**config.mk**
```make
export PLATFORM = sky130hd
export DESIGN_NAME = flash_security_command_unit
export DESIGN_NICKNAME = d
export VERILOG_FILES = /design/src/flash_sec_pkg.sv /design/src/serial_link_front.sv /design/src/flash_security_command_unit.sv
export SDC_FILE = /design/constraint.sdc
export NUM_CORES = 1
export LEC_CHECK = 0
export BUFFER_PORTS_ARGS = -buffer_cell sky130_fd_sc_hd__buf_2
export CAP_MARGIN = 5
export CORE_MARGIN = 1.5
export CORE_UTILIZATION = 45
export CTS_BUF_LIST = sky130_fd_sc_hd__clkbuf_2
export CTS_CLUSTER_DIAMETER = 150
export DETAILED_ROUTE_END_ITERATION = 10
export GPL_TIMING_DRIVEN = 0
export PLACE_DENSITY = 0.56
export SLEW_MARGIN = 10
export SYNTH_ARGS = -nofsm -noshare
export SYNTH_HDL_FRONTEND = slang
export SYNTH_HIERARCHICAL = 1
export SYNTH_SLANG_ARGS = --single-unit
```
**constraint.sdc**
```tcl
create_clock -name clk_sys -period 15.97 [get_ports clk_sys]
set_input_delay 1.597 -clock clk_sys [delete_from_list [all_inputs] [get_ports clk_sys]]
set_output_delay 1.597 -clock clk_sys [all_outputs]
set_load 0.02 [all_outputs]
```
**src/flash_sec_pkg.sv**
```systemverilog
// constants, events and enumerations shared by the security command unit
package flash_sec_pkg;

  localparam logic [7:0] OP_LOCK_LEAD   = 8'h3D;
  localparam logic [7:0] OP_FREEZE_LEAD = 8'h34;
  localparam logic [7:0] OP_OTP_PROG    = 8'h9B;
  localparam logic [7:0] OP_READ_MAP    = 8'h35;
  localparam logic [7:0] OP_READ_SEC    = 8'h77;
  localparam logic [7:0] OP_STATUS      = 8'hD7;

  localparam logic [7:0] LOCK_SEQ_1     = 8'h2A;
  localparam logic [7:0] LOCK_SEQ_2     = 8'h7F;
  localparam logic [7:0] LOCK_SEQ_3     = 8'h30;
  localparam logic [7:0] FREEZE_SEQ_1   = 8'h55;
  localparam logic [7:0] FREEZE_SEQ_2   = 8'hAA;
  localparam logic [7:0] FREEZE_SEQ_3   = 8'h40;
  localparam logic [7:0] PROG_SEQ_N     = 8'h00;

  localparam logic [7:0] MAP_LOCKED     = 8'hFF;
  localparam logic [7:0] MAP_UNLOCKED   = 8'h00;
  localparam logic [7:0] UNDEF_BYTE     = 8'h00;
  localparam logic [7:0] USER_ERASED    = 8'hFF;

  localparam int         ADDR_W         = 24;
  localparam int         SECTOR_LSB     = 16;
  localparam int         SECTOR_W       = 6;
  localparam int         SUB_LSB        = 12;
  localparam int         SUB_W          = 4;
  localparam int         STAT_RDY_BIT   = 7;
  localparam int         STAT_LE_BIT    = 0;
  localparam logic [1:0] HDR_LAST       = 2'd2;
  localparam logic [2:0] BIT_LAST       = 3'd7;
  localparam logic [7:0] IDX_SAT        = 8'hFF;
  localparam int         CLK_PERIOD_NS  = 8;

  typedef struct packed {
    logic cs_active;
    logic cs_end;
    logic sck_rise;
    logic sck_fall;
    logic si;
  } link_ev_s;

  typedef enum logic [2:0] {
    cmd_none, cmd_lock, cmd_freeze, cmd_prog, cmd_map, cmd_sec, cmd_stat
  } cmd_e;

  typedef enum logic [2:0] {
    st_idle, st_seq, st_addr, st_armed, st_prog, st_dummy, st_out, st_ignore
  } link_st_e;

  typedef enum logic [1:0] {
    op_none, op_lock, op_freeze, op_prog
  } op_e;

endpackage

```
**src/serial_link_front.sv**
```systemverilog
// pin synchronisers and serial clock edge finder
`timescale 1ns/1ps
`default_nettype none
module serial_link_front
  import flash_sec_pkg::*;
(
  input  wire logic clk_sys,
  input  wire logic reset,
  input  wire logic cs_n_pin,
  input  wire logic sck_pin,
  input  wire logic si_pin,
  output link_ev_s  ev
);

  logic [2:0] cs_sync_reg;
  logic [2:0] sck_sync_reg;
  logic [1:0] si_sync_reg;

  always_ff @(posedge clk_sys) begin
    if (reset) begin
      cs_sync_reg  <= 3'b111;
      sck_sync_reg <= 3'b000;
      si_sync_reg  <= 2'b00;
    end else begin
      cs_sync_reg  <= {cs_sync_reg[1:0], cs_n_pin};
      sck_sync_reg <= {sck_sync_reg[1:0], sck_pin};
      si_sync_reg  <= {si_sync_reg[0], si_pin};
    end
  end

  // stage 0 feeds only stage 1
  always_comb begin
    ev.cs_active = ~cs_sync_reg[1];
    ev.cs_end    = cs_sync_reg[1] & ~cs_sync_reg[2];
    ev.sck_rise  = ~cs_sync_reg[1] & sck_sync_reg[1] & ~sck_sync_reg[2];
    ev.sck_fall  = ~cs_sync_reg[1] & ~sck_sync_reg[1] & sck_sync_reg[2];
    ev.si        = si_sync_reg[1];
  end

endmodule
`default_nettype wire

```
**src/flash_security_command_unit.sv**
```systemverilog
// security command unit: lockdown, freeze, lockdown map and security register
`timescale 1ns/1ps
`default_nettype none
module flash_security_command_unit
  import flash_sec_pkg::*;
#(
  parameter int         PROG_TIME_NS   = 3000,
  parameter int         FREEZE_TIME_NS = 1000,
  parameter int         SECTORS        = 64,
  parameter int         USER_BYTES     = 64,
  // factory value seed, arbitrary
  parameter logic [7:0] FACTORY_SEED   = 8'h5A
)
(
  input  wire logic              clk_sys,
  input  wire logic              reset,
  input  wire logic              cs_n_pin,
  input  wire logic              sck_pin,
  input  wire logic              si_pin,
  output logic                   so_out,
  output logic                   so_oe_n,
  input  wire logic [ADDR_W-1:0] array_addr,
  output logic                   array_write_allowed,
  output logic                   ready_flag,
  output logic                   lockdown_enable_flag,
  output logic                   buf1_we,
  output logic [5:0]             buf1_addr,
  output logic [7:0]             buf1_data
);

  localparam int PROG_CYCLES_RAW   = PROG_TIME_NS / CLK_PERIOD_NS;
  localparam int FREEZE_CYCLES_RAW = FREEZE_TIME_NS / CLK_PERIOD_NS;
  localparam int PROG_CYCLES       = (PROG_CYCLES_RAW < 1) ? 1 : PROG_CYCLES_RAW;
  localparam int FREEZE_CYCLES     = (FREEZE_CYCLES_RAW < 1) ? 1 : FREEZE_CYCLES_RAW;
  localparam logic [15:0] PROG_CNT   = 16'(PROG_CYCLES - 1);
  localparam logic [15:0] FREEZE_CNT = 16'(FREEZE_CYCLES - 1);

  if (SECTORS != 64 || USER_BYTES != 64 || PROG_CYCLES > 65536 ||
      FREEZE_CYCLES > 65536) begin : g_bad_params
    $error("unsupported parameter values");
  end

  link_ev_s ev;

  serial_link_front u_front (
    .clk_sys  (clk_sys),
    .reset    (reset),
    .cs_n_pin (cs_n_pin),
    .sck_pin  (sck_pin),
    .si_pin   (si_pin),
    .ev       (ev)
  );

  logic [2:0]        bit_cnt_reg;
  logic [7:0]        shift_reg;
  logic [7:0]        shift_next;
  logic              byte_done;
  link_st_e          state_reg;
  cmd_e              cmd_reg;
  logic [1:0]        hdr_cnt_reg;
  logic [ADDR_W-1:0] addr_reg;
  logic [5:0]        prog_ptr_reg;
  logic              prog_any_reg;
  logic [7:0]        stage_reg [USER_BYTES];
  logic [7:0]        user_reg [USER_BYTES];
  logic              otp_used_reg;
  logic [63:1]       locked_reg;
  logic [1:0]        sub_lock_reg;
  logic              lock_en_reg;
  op_e               op_reg;
  logic [15:0]       busy_cnt_reg;
  logic              busy;
  logic [7:0]        out_idx_reg;
  logic [2:0]        obit_reg;
  logic [7:0]        cur_byte;
  logic [7:0]        stat_byte;

  // serial input, msb first on rising clock
  assign shift_next = {shift_reg[6:0], ev.si};
  assign byte_done  = ev.sck_rise && (bit_cnt_reg == BIT_LAST);
  assign busy       = (op_reg != op_none);

  function automatic logic [7:0] seq_byte(input cmd_e c, input logic [1:0] n);
    logic [7:0] b;
    b = PROG_SEQ_N;
    case (c)
      cmd_lock:   b = (n == 2'd0) ? LOCK_SEQ_1 : (n == 2'd1) ? LOCK_SEQ_2 : LOCK_SEQ_3;
      cmd_freeze: b = (n == 2'd0) ? FREEZE_SEQ_1 : (n == 2'd1) ? FREEZE_SEQ_2 : FREEZE_SEQ_3;
      default:    b = PROG_SEQ_N;
    endcase
    return b;
  endfunction

  function automatic logic [7:0] map_byte(input logic [5:0] idx, input logic [63:1] lk,
                                          input logic [1:0] sub);
    logic [7:0] b;
    b = MAP_UNLOCKED;
    if (idx == 6'd0) begin
      b = {{2{sub[0]}}, {2{sub[1]}}, 4'h0};
    end else begin
      b = lk[idx] ? MAP_LOCKED : MAP_UNLOCKED;
    end
    return b;
  endfunction

  function automatic logic is_locked(input logic [ADDR_W-1:0] a, input logic [63:1] lk,
                                     input logic [1:0] sub);
    logic [SECTOR_W-1:0] s;
    s = a[SECTOR_LSB +: SECTOR_W];
    if (s == '0) begin
      return (a[SUB_LSB +: SUB_W] == '0) ? sub[0] : sub[1];
    end
    return lk[s];
  endfunction

  always_ff @(posedge clk_sys) begin
    if (reset) begin
      bit_cnt_reg <= '0;
      shift_reg   <= '0;
    end else if (!ev.cs_active) begin
      bit_cnt_reg <= '0;
    end else if (ev.sck_rise) begin
      bit_cnt_reg <= bit_cnt_reg + 3'd1;
      shift_reg   <= shift_next;
    end
  end

  // command decoder
  always_ff @(posedge clk_sys) begin
    if (reset) begin
      state_reg <= st_idle;
      cmd_reg   <= cmd_none;
    end else if (!ev.cs_active) begin
      state_reg <= st_idle;
    end else if (byte_done) begin
      case (state_reg)
        st_idle: begin
          if (shift_next == OP_STATUS) begin
            state_reg <= st_out;
            cmd_reg   <= cmd_stat;
          end else if (busy) begin
            state_reg <= st_ignore;
          end else if (shift_next == OP_READ_MAP) begin
            state_reg <= st_dummy;
            cmd_reg   <= cmd_map;
          end else if (shift_next == OP_READ_SEC) begin
            state_reg <= st_dummy;
            cmd_reg   <= cmd_sec;
          end else if (shift_next == OP_LOCK_LEAD) begin
            state_reg <= st_seq;
            cmd_reg   <= cmd_lock;
          end else if (shift_next == OP_FREEZE_LEAD) begin
            state_reg <= st_seq;
            cmd_reg   <= cmd_freeze;
          end else if (shift_next == OP_OTP_PROG) begin
            state_reg <= st_seq;
            cmd_reg   <= cmd_prog;
          end else begin
            state_reg <= st_ignore;
          end
        end
        st_seq: begin
          if (shift_next != seq_byte(cmd_reg, hdr_cnt_reg)) begin
            state_reg <= st_ignore;
          end else if (hdr_cnt_reg == HDR_LAST) begin
            case (cmd_reg)
              cmd_lock:   state_reg <= st_addr;
              cmd_freeze: state_reg <= st_armed;
              default:    state_reg <= st_prog;
            endcase
          end
        end
        st_addr: begin
          if (hdr_cnt_reg == HDR_LAST) begin
            state_reg <= st_armed;
          end
        end
        st_armed: begin
          // freeze drops extra bytes, lockdown with extra bytes is void
          if (cmd_reg == cmd_lock) begin
            state_reg <= st_ignore;
          end
        end
        st_dummy: begin
          if (hdr_cnt_reg == HDR_LAST) begin
            state_reg <= st_out;
          end
        end
        st_prog, st_out, st_ignore: state_reg <= state_reg;
        default: state_reg <= st_ignore;
      endcase
    end
  end

  always_ff @(posedge clk_sys) begin
    if (reset) begin
      hdr_cnt_reg <= '0;
      addr_reg    <= '0;
    end else if (!ev.cs_active) begin
      hdr_cnt_reg <= '0;
    end else if (byte_done &&
                 (state_reg == st_seq || state_reg == st_addr || state_reg == st_dummy)) begin
      hdr_cnt_reg <= (hdr_cnt_reg == HDR_LAST) ? 2'd0 : hdr_cnt_reg + 2'd1;
      if (state_reg == st_addr) begin
        addr_reg <= {addr_reg[ADDR_W-9:0], shift_next};
      end
    end
  end

  // user data capture through data buffer one
  always_ff @(posedge clk_sys) begin
    if (reset) begin
      prog_ptr_reg <= '0;
      prog_any_reg <= 1'b0;
      buf1_we      <= 1'b0;
      buf1_addr    <= '0;
      buf1_data    <= '0;
    end else begin
      buf1_we <= 1'b0;
      if (!ev.cs_active) begin
        prog_ptr_reg <= '0;
        if (ev.cs_end) begin
          prog_any_reg <= 1'b0;
        end
      end else if (byte_done && state_reg == st_prog) begin
        buf1_we      <= 1'b1;
        buf1_addr    <= prog_ptr_reg;
        buf1_data    <= shift_next;
        prog_ptr_reg <= prog_ptr_reg + 6'd1;
        prog_any_reg <= 1'b1;
      end
    end
  end

  always_ff @(posedge clk_sys) begin
    if (ev.cs_active && byte_done && state_reg == st_prog) begin
      stage_reg[prog_ptr_reg] <= shift_next;
    end
  end

  // self-timed operations
  always_ff @(posedge clk_sys) begin
    if (reset) begin
      op_reg       <= op_none;
      busy_cnt_reg <= '0;
    end else if (busy) begin
      if (busy_cnt_reg == '0) begin
        op_reg <= op_none;
      end else begin
        busy_cnt_reg <= busy_cnt_reg - 16'd1;
      end
    end else if (ev.cs_end) begin
      if (state_reg == st_armed && cmd_reg == cmd_lock && lock_en_reg) begin
        op_reg       <= op_lock;
        busy_cnt_reg <= PROG_CNT;
      end else if (state_reg == st_armed && cmd_reg == cmd_freeze) begin
        op_reg       <= op_freeze;
        busy_cnt_reg <= FREEZE_CNT;
      end else if (state_reg == st_prog && prog_any_reg && !otp_used_reg) begin
        op_reg       <= op_prog;
        busy_cnt_reg <= PROG_CNT;
      end
    end
  end

  // nonvolatile state commits at the end of an operation
  always_ff @(posedge clk_sys) begin
    if (reset) begin
      locked_reg   <= '0;
      sub_lock_reg <= '0;
      lock_en_reg  <= 1'b1;
    end else if (busy && busy_cnt_reg == '0) begin
      if (op_reg == op_lock) begin
        if (addr_reg[SECTOR_LSB +: SECTOR_W] == '0) begin
          if (addr_reg[SUB_LSB +: SUB_W] == '0) begin
            sub_lock_reg[0] <= 1'b1;
          end else begin
            sub_lock_reg[1] <= 1'b1;
          end
        end else begin
          locked_reg[addr_reg[SECTOR_LSB +: SECTOR_W]] <= 1'b1;
        end
      end else if (op_reg == op_freeze) begin
        lock_en_reg <= 1'b0;
      end
    end
  end

  always_ff @(posedge clk_sys) begin
    if (reset) begin
      otp_used_reg <= 1'b0;
      for (int i = 0; i < USER_BYTES; i++) begin
        user_reg[i] <= USER_ERASED;
      end
    end else if (busy && busy_cnt_reg == '0 && op_reg == op_prog) begin
      otp_used_reg <= 1'b1;
      for (int i = 0; i < USER_BYTES; i++) begin
        user_reg[i] <= stage_reg[i];
      end
    end
  end

  // serial output
  always_comb begin
    stat_byte               = '0;
    stat_byte[STAT_RDY_BIT] = ~busy;
    cur_byte                = UNDEF_BYTE;
    case (cmd_reg)
      cmd_map: begin
        if (out_idx_reg < 8'(SECTORS)) begin
          cur_byte = map_byte(out_idx_reg[5:0], locked_reg, sub_lock_reg);
        end
      end
      cmd_sec: begin
        if (out_idx_reg < 8'(USER_BYTES)) begin
          cur_byte = user_reg[out_idx_reg[5:0]];
        end else if (out_idx_reg < 8'(2 * USER_BYTES)) begin
          cur_byte = FACTORY_SEED ^ {2'b00, out_idx_reg[5:0]};
        end
      end
      cmd_stat: begin
        cur_byte = stat_byte;
        if (out_idx_reg[0]) begin
          cur_byte[STAT_LE_BIT] = lock_en_reg;
        end
      end
      default: cur_byte = UNDEF_BYTE;
    endcase
  end

  always_ff @(posedge clk_sys) begin
    if (reset) begin
      out_idx_reg <= '0;
      obit_reg    <= BIT_LAST;
      so_out      <= 1'b0;
      so_oe_n     <= 1'b1;
    end else begin
      so_oe_n <= ~(ev.cs_active && state_reg == st_out);
      if (!ev.cs_active) begin
        out_idx_reg <= '0;
        obit_reg    <= BIT_LAST;
      end else if (ev.sck_fall && state_reg == st_out) begin
        so_out   <= cur_byte[obit_reg];
        obit_reg <= obit_reg - 3'd1;
        if (obit_reg == '0 && out_idx_reg != IDX_SAT) begin
          out_idx_reg <= out_idx_reg + 8'd1;
        end
      end
    end
  end

  always_ff @(posedge clk_sys) begin
    if (reset) begin
      array_write_allowed  <= 1'b1;
      ready_flag           <= 1'b1;
      lockdown_enable_flag <= 1'b1;
    end else begin
      array_write_allowed  <= ~is_locked(array_addr, locked_reg, sub_lock_reg);
      ready_flag           <= ~busy;
      lockdown_enable_flag <= lock_en_reg;
    end
  end

endmodule
`default_nettype wire

```
### After elaboration in Yosys (flattened, before gate mapping)

Memory sizes are Yosys's and may differ from the RTL's. A register that Yosys moved wholly into a read port is not among the register bits.
Index checks and enable logic that the tools add are counted.

* register bits: 171
* RAM bits: 1024
* bits of input ports: 29
* output and inout port bits: 20
* word-level logic and storage cells: 349
* memories kept: 2

Memory list
* stage_reg: depth 64, width 8, rd ports 64, clocked after Yosys merged registers in 0, write ports 1, RTL line flash_security_command_unit.sv:64 `logic [7:0] stage_reg [USER_BYTES];`
* user_reg: depth 64, width 8, rd ports 1, clocked after Yosys merged registers in 1, write ports 64, RTL line flash_security_command_unit.sv:65 `logic [7:0] user_reg [USER_BYTES];`

* add/subtract/negate cells: 6
* magnitude comparators: 7
* equality and inequality tests: 34
* muxes and demuxes: 141
* bitwise operators: 82
* reduce and logical (&&, ||, !) cells: 49

Operators with widths (count)
* two-way mux 8 bit: 74
* two-way mux 16 bit: 6
* bitwise OR 1 bit: 64
* bitwise OR 63 bit: 1
* two-way mux 3 bit: 19
* equality test 3 bit, second input constant: 8
* equality test 8 x 6 -> 1 bit, second input constant: 3
* one-hot mux 8 bit (3 select lines): 1
* two-way mux 1 bit: 22
* less-than comparator 6 x 7 -> 1 bit, second input constant: 3
* two-way mux 7 bit: 3
* zero test 6 bit: 3
* equality test 8 bit, second input constant: 2
* logical AND 1 bit: 16
* zero test 16 bit: 1
* one-hot mux 8 bit (2 select lines): 1
* subtractor 16 x 1 -> 16 bit, second input constant: 1
* one-hot mux 3 bit (5 select lines): 1
* AND reduction 3 bit: 5
* two-way mux 2 bit: 7
* binary-select mux 1 bit (select 6 bit): 2
* two-way mux 6 bit: 2
* inverter 1 bit: 11
* AND reduction 2 bit: 5
* 37 further kinds: 58

### Longest topological paths before layout

* depth after elaboration: 11
* gate-level depth with buffers: 13
* mapped depth without buffers: 10

### Cells and area by module

Netlist, hierarchy kept.

Modules (own cells, without submodules)
* flash_security_command_unit: times used 1, cells an instance 3003, area each 47033.9 sq um, seq. area each 34132.7 sq um
* serial_link_front: times used 1, cells an instance 21, area each 242.7 sq um, seq. area each 160.2 sq um

### Least setup slack after synthesis

OpenSTA, ideal clock, no wires.

* path type: input to register
* start: in reset
* end: mem user_reg[0][0] (enable)
* setup time: 3664 ps
* data arrival time: 10513 ps
* data required time: 12306 ps
* path slack: 1794 ps
* stages on the path: 4
* buffers on the path: 2
* cell sequence: inv_1 > clkbuf_1 > clkbuf_1 > nand2_1

RTL lines
* from (decl): RTL line flash_security_command_unit.sv:16 `input wire logic reset,`
* to (decl): RTL line flash_security_command_unit.sv:65

==> impl_results.md <==
* Post-Syn Area at 47300 um^2
* Pre-CTS WS at between 10000 and 15000 ps
* Total grt overflow at 0
* Final Cell Area at roughly 52000 um^2
* Total GRT Usage at approximately 26%
* Die Height at 327 um
* Top-area cell type share of the netlist area at 65.0%
* Num CTS Buffers at about 320
* Yosys Warn Count at 6
* Synth Register Bits at 1201
* Crit path launch type: register
* DR pass1 iterations at 7
* Async SR Flop Fraction at 0%
* Initial DRC Count at 2899
* WS Path Type: reg2reg
* Pwr dens at 106 nW/um^2
* Die ar. at 107000 um^2
* # resized after CTS at 0
* Yosys cell types at 82
* Final Critical Period at 5100 ps
* Post-CTS Setup Repair Bufs at 0
* Max Clock Freq at 0.196 GHz
* Register area share after synthesis at just over 70%
* Routed wire length at roughly 140000 um
* Number of global-route vias before repair at between 20000 and 30000
* Hold buffer count at CTS at 0
* Area added between synthesis and finish at 10.5%
* Max-Cap Viols at 0
* Final setup violation count at 0
* Core box area at roughly 100000 um^2
* Final worst slack at approximately 11000 ps
* Syn_nets at 3061
* Antenna violations before repair at 5
* H-Tree Depth at 5
* FP Rows at ~120
* Hold Crit Depth at 2
* Leak at 0.0163 uW
* CP Data Arrival Time at between 6000 and 7000 ps
* Clk_skew at 126 ps
* Hold Vio Cnt, Final at 0
* Clock root buffer: clkbuf_2
* Vias/cell at between 5 and 6
* Tcrit/Tclk final at 32.0%
* First-pass GRT wire length at slightly below 200000 um
* Crit path max fanout at 60
* Largest net degree at the start of global routing at 73
* Antenna Nets Post-Route at 0
* Placed Area at roughly 50000 um^2
* Chip width at 327 um
* Slew margin rel. at between 5 and 6%
* Top sig layer: met5
* CTS Buffer Depth at 4
* DRC at 0
* Hold WC Path Type: in2reg
* TritonCTS clock tree: done
* Met1 WL at roughly 56000 um
* Worst VDD drop at around 0.047 mV
* Final nets at around 3400
* IO Port Bufs at 32
* Commonest register cell after synthesis: edfxtp_1
* Fin. max-slew vios at 0
* Critical Path RT at ~17000 ps
* RePlAce Congestion at between 0.9 and 1
* Critical path endpoint category: register
* DR WL/cell at between 20 and 30 um
* Register-to-Register Path Depth at 11
* Ports at 49
* Cell taking the most area after synthesis: edfxtp_1
* Clock transition at path regs at 100 ps
* Met3 Wirelength at slightly below 10000 um
* Metal2 WL at ~65000 um
* Routed vias at between 20000 and 30000
* RSZ-0062 raised after global routing: no
* Post-Synthesis Cells at between 3000 and 4000
* Outcome: finished, final reports clean
* Slew @ Worst Pin at ~1400 ps
* Mean Syn Cell Area at between 15 and 20 um^2
* Dpl hpwl at slightly above 90000 um
* Share of post-route cells with drive strength above 1 at about 28%
* Clk sinks at between 1000 and 1500
* EDFF count, synth at between 1000 and 1500
* Clock Latency Late Sink at 1500 ps
* Starting Density at about 46%
* Top cells by area, synth: edfxtp_1 (65%), dfxtp_1 (7.5%), mux4_2 (7.2%)
-- synthesized netlist by cell type (all sizes together), types with 4 or more instances --
library cell and instances:
and3 10, o21ai 20, mux4 152, nand3 24
mux2 16, and3b 6, nand3b 6, inv 18
nor2b 31, edfxtp 1024, nor2 233, dfxtp 177
nor3b 13, or2 246, nand2b 12, a211oi 8
and2 6, ha 8, a31oi 12, nor3 30
or3b 4, a21oi 138, xnor2 15, mux2i 42
o22ai 6, xor2 13, o211ai 4, o221ai 4
o2111ai 5, a2111oi 5, clkbuf 155, or3 280
nor4 13, a311oi 4, nor4b 8, nand4 13
nand2 141, buf 56, a22oi 21, a22o 4
-- per-layer routing --
| layer | global-route usage, % | up-vias |
|---|---|---|
| met3 | 5.14 | 291 |
| li1 | - | 12400 |
| met1 | 34.1 | 14500 |
| met2 | 41.2 | 1255 |
| met4 | 10.8 | 2 |
| met5 | 0 | - |
-- critical path, cell delays in order (launching register included) --
cell and delay [ps]:
dfxtp_1 340, inv_1 100, ha_1 170, nor3b_1 340
nand3_1 140, nor3_1 870, nand3_1 430, clkbuf_1 520
nand2_4 740, buf_16 370, buf_16 300, buf_16 280
-- cell type report --
class | count | area (um^2)
fillers | 9016 | 51600
flip-flops and latches | 1201 | 34300
multi-input cells | 1592 | 12000
clock buffers | 459 | 2300
well taps | 1380 | 1730
plain buffers | 211 | 970
repair buffers | 47 | 543
clock inverters | 57 | 327
inverters | 20 | 75.1
diodes | 5 | 12.5
-- placed cells by master (no fill, tap or decap), types with 24 or more instances in the layout --
| master | synthesis | final |
|---|---|---|
| buf_2 | 22 | 54 |
| clkbuf_1 | 155 | 155 |
| or3_1 | 280 | 280 |
| mux2i_1 | 42 | 42 |
| nand2_1 | 141 | 140 |
| nor3_1 | 28 | 26 |
| nand3_1 | 24 | 24 |
| clkbuf_2 | 0 | 459 |
| clkinv_1 | 2 | 45 |
| nor2b_1 | 31 | 31 |
| edfxtp_1 | 1024 | 1024 |
| or2_2 | 243 | 243 |
| dfxtp_1 | 177 | 170 |
| a21oi_1 | 138 | 138 |
| mux4_2 | 152 | 152 |
| nor2_1 | 233 | 233 |
-- stage by stage --
step	instances	utilization, %	total power [uW]	hold WS [ps]	setup TNS, ps
after floorplan	3024	-	3570	383	0
after global placement	4436	47.4	3620	398	-2170030
after detailed placement	4451	47.8	3580	398	0
after CTS	4967	50.3	5610	147	0
after global routing	4971	50.3	5770	218	0
final	4972	50.3	5560	353	0
-- report_power, final --
part           switching [uW]  leakage [uW]  internal, uW
combinational            79.0       0.00391          31.6
sequential               6.54        0.0103          3390
clock                    1230       0.00207           819
-- worst paths after layout --
check / start / end / slack [ps]
setup / recovery: busy_cnt_reg[0] / user_reg[51][3] / 10870
hold / removal: cs_n_pin / u_front/cs_sync_reg[0] / 350
hold reg to reg: u_front/cs_sync_reg[0] / u_front/cs_sync_reg[1] / 370
setup reg to reg: busy_cnt_reg[0] / user_reg[51][3] / 10870
-- cells by family after synthesis --
kind of cell / after synthesis / synth area share [%]
compound gates: 265 / 3.51
fa+ha+maj: 8 / 0.212
flops: 1201 / 72.5
buf+inv: 231 / 2.21
simple gates: 1081 / 12.5
mux: 210 / 8.52
xor+xnor: 28 / 0.519
(Power assumes the default switching activity.)
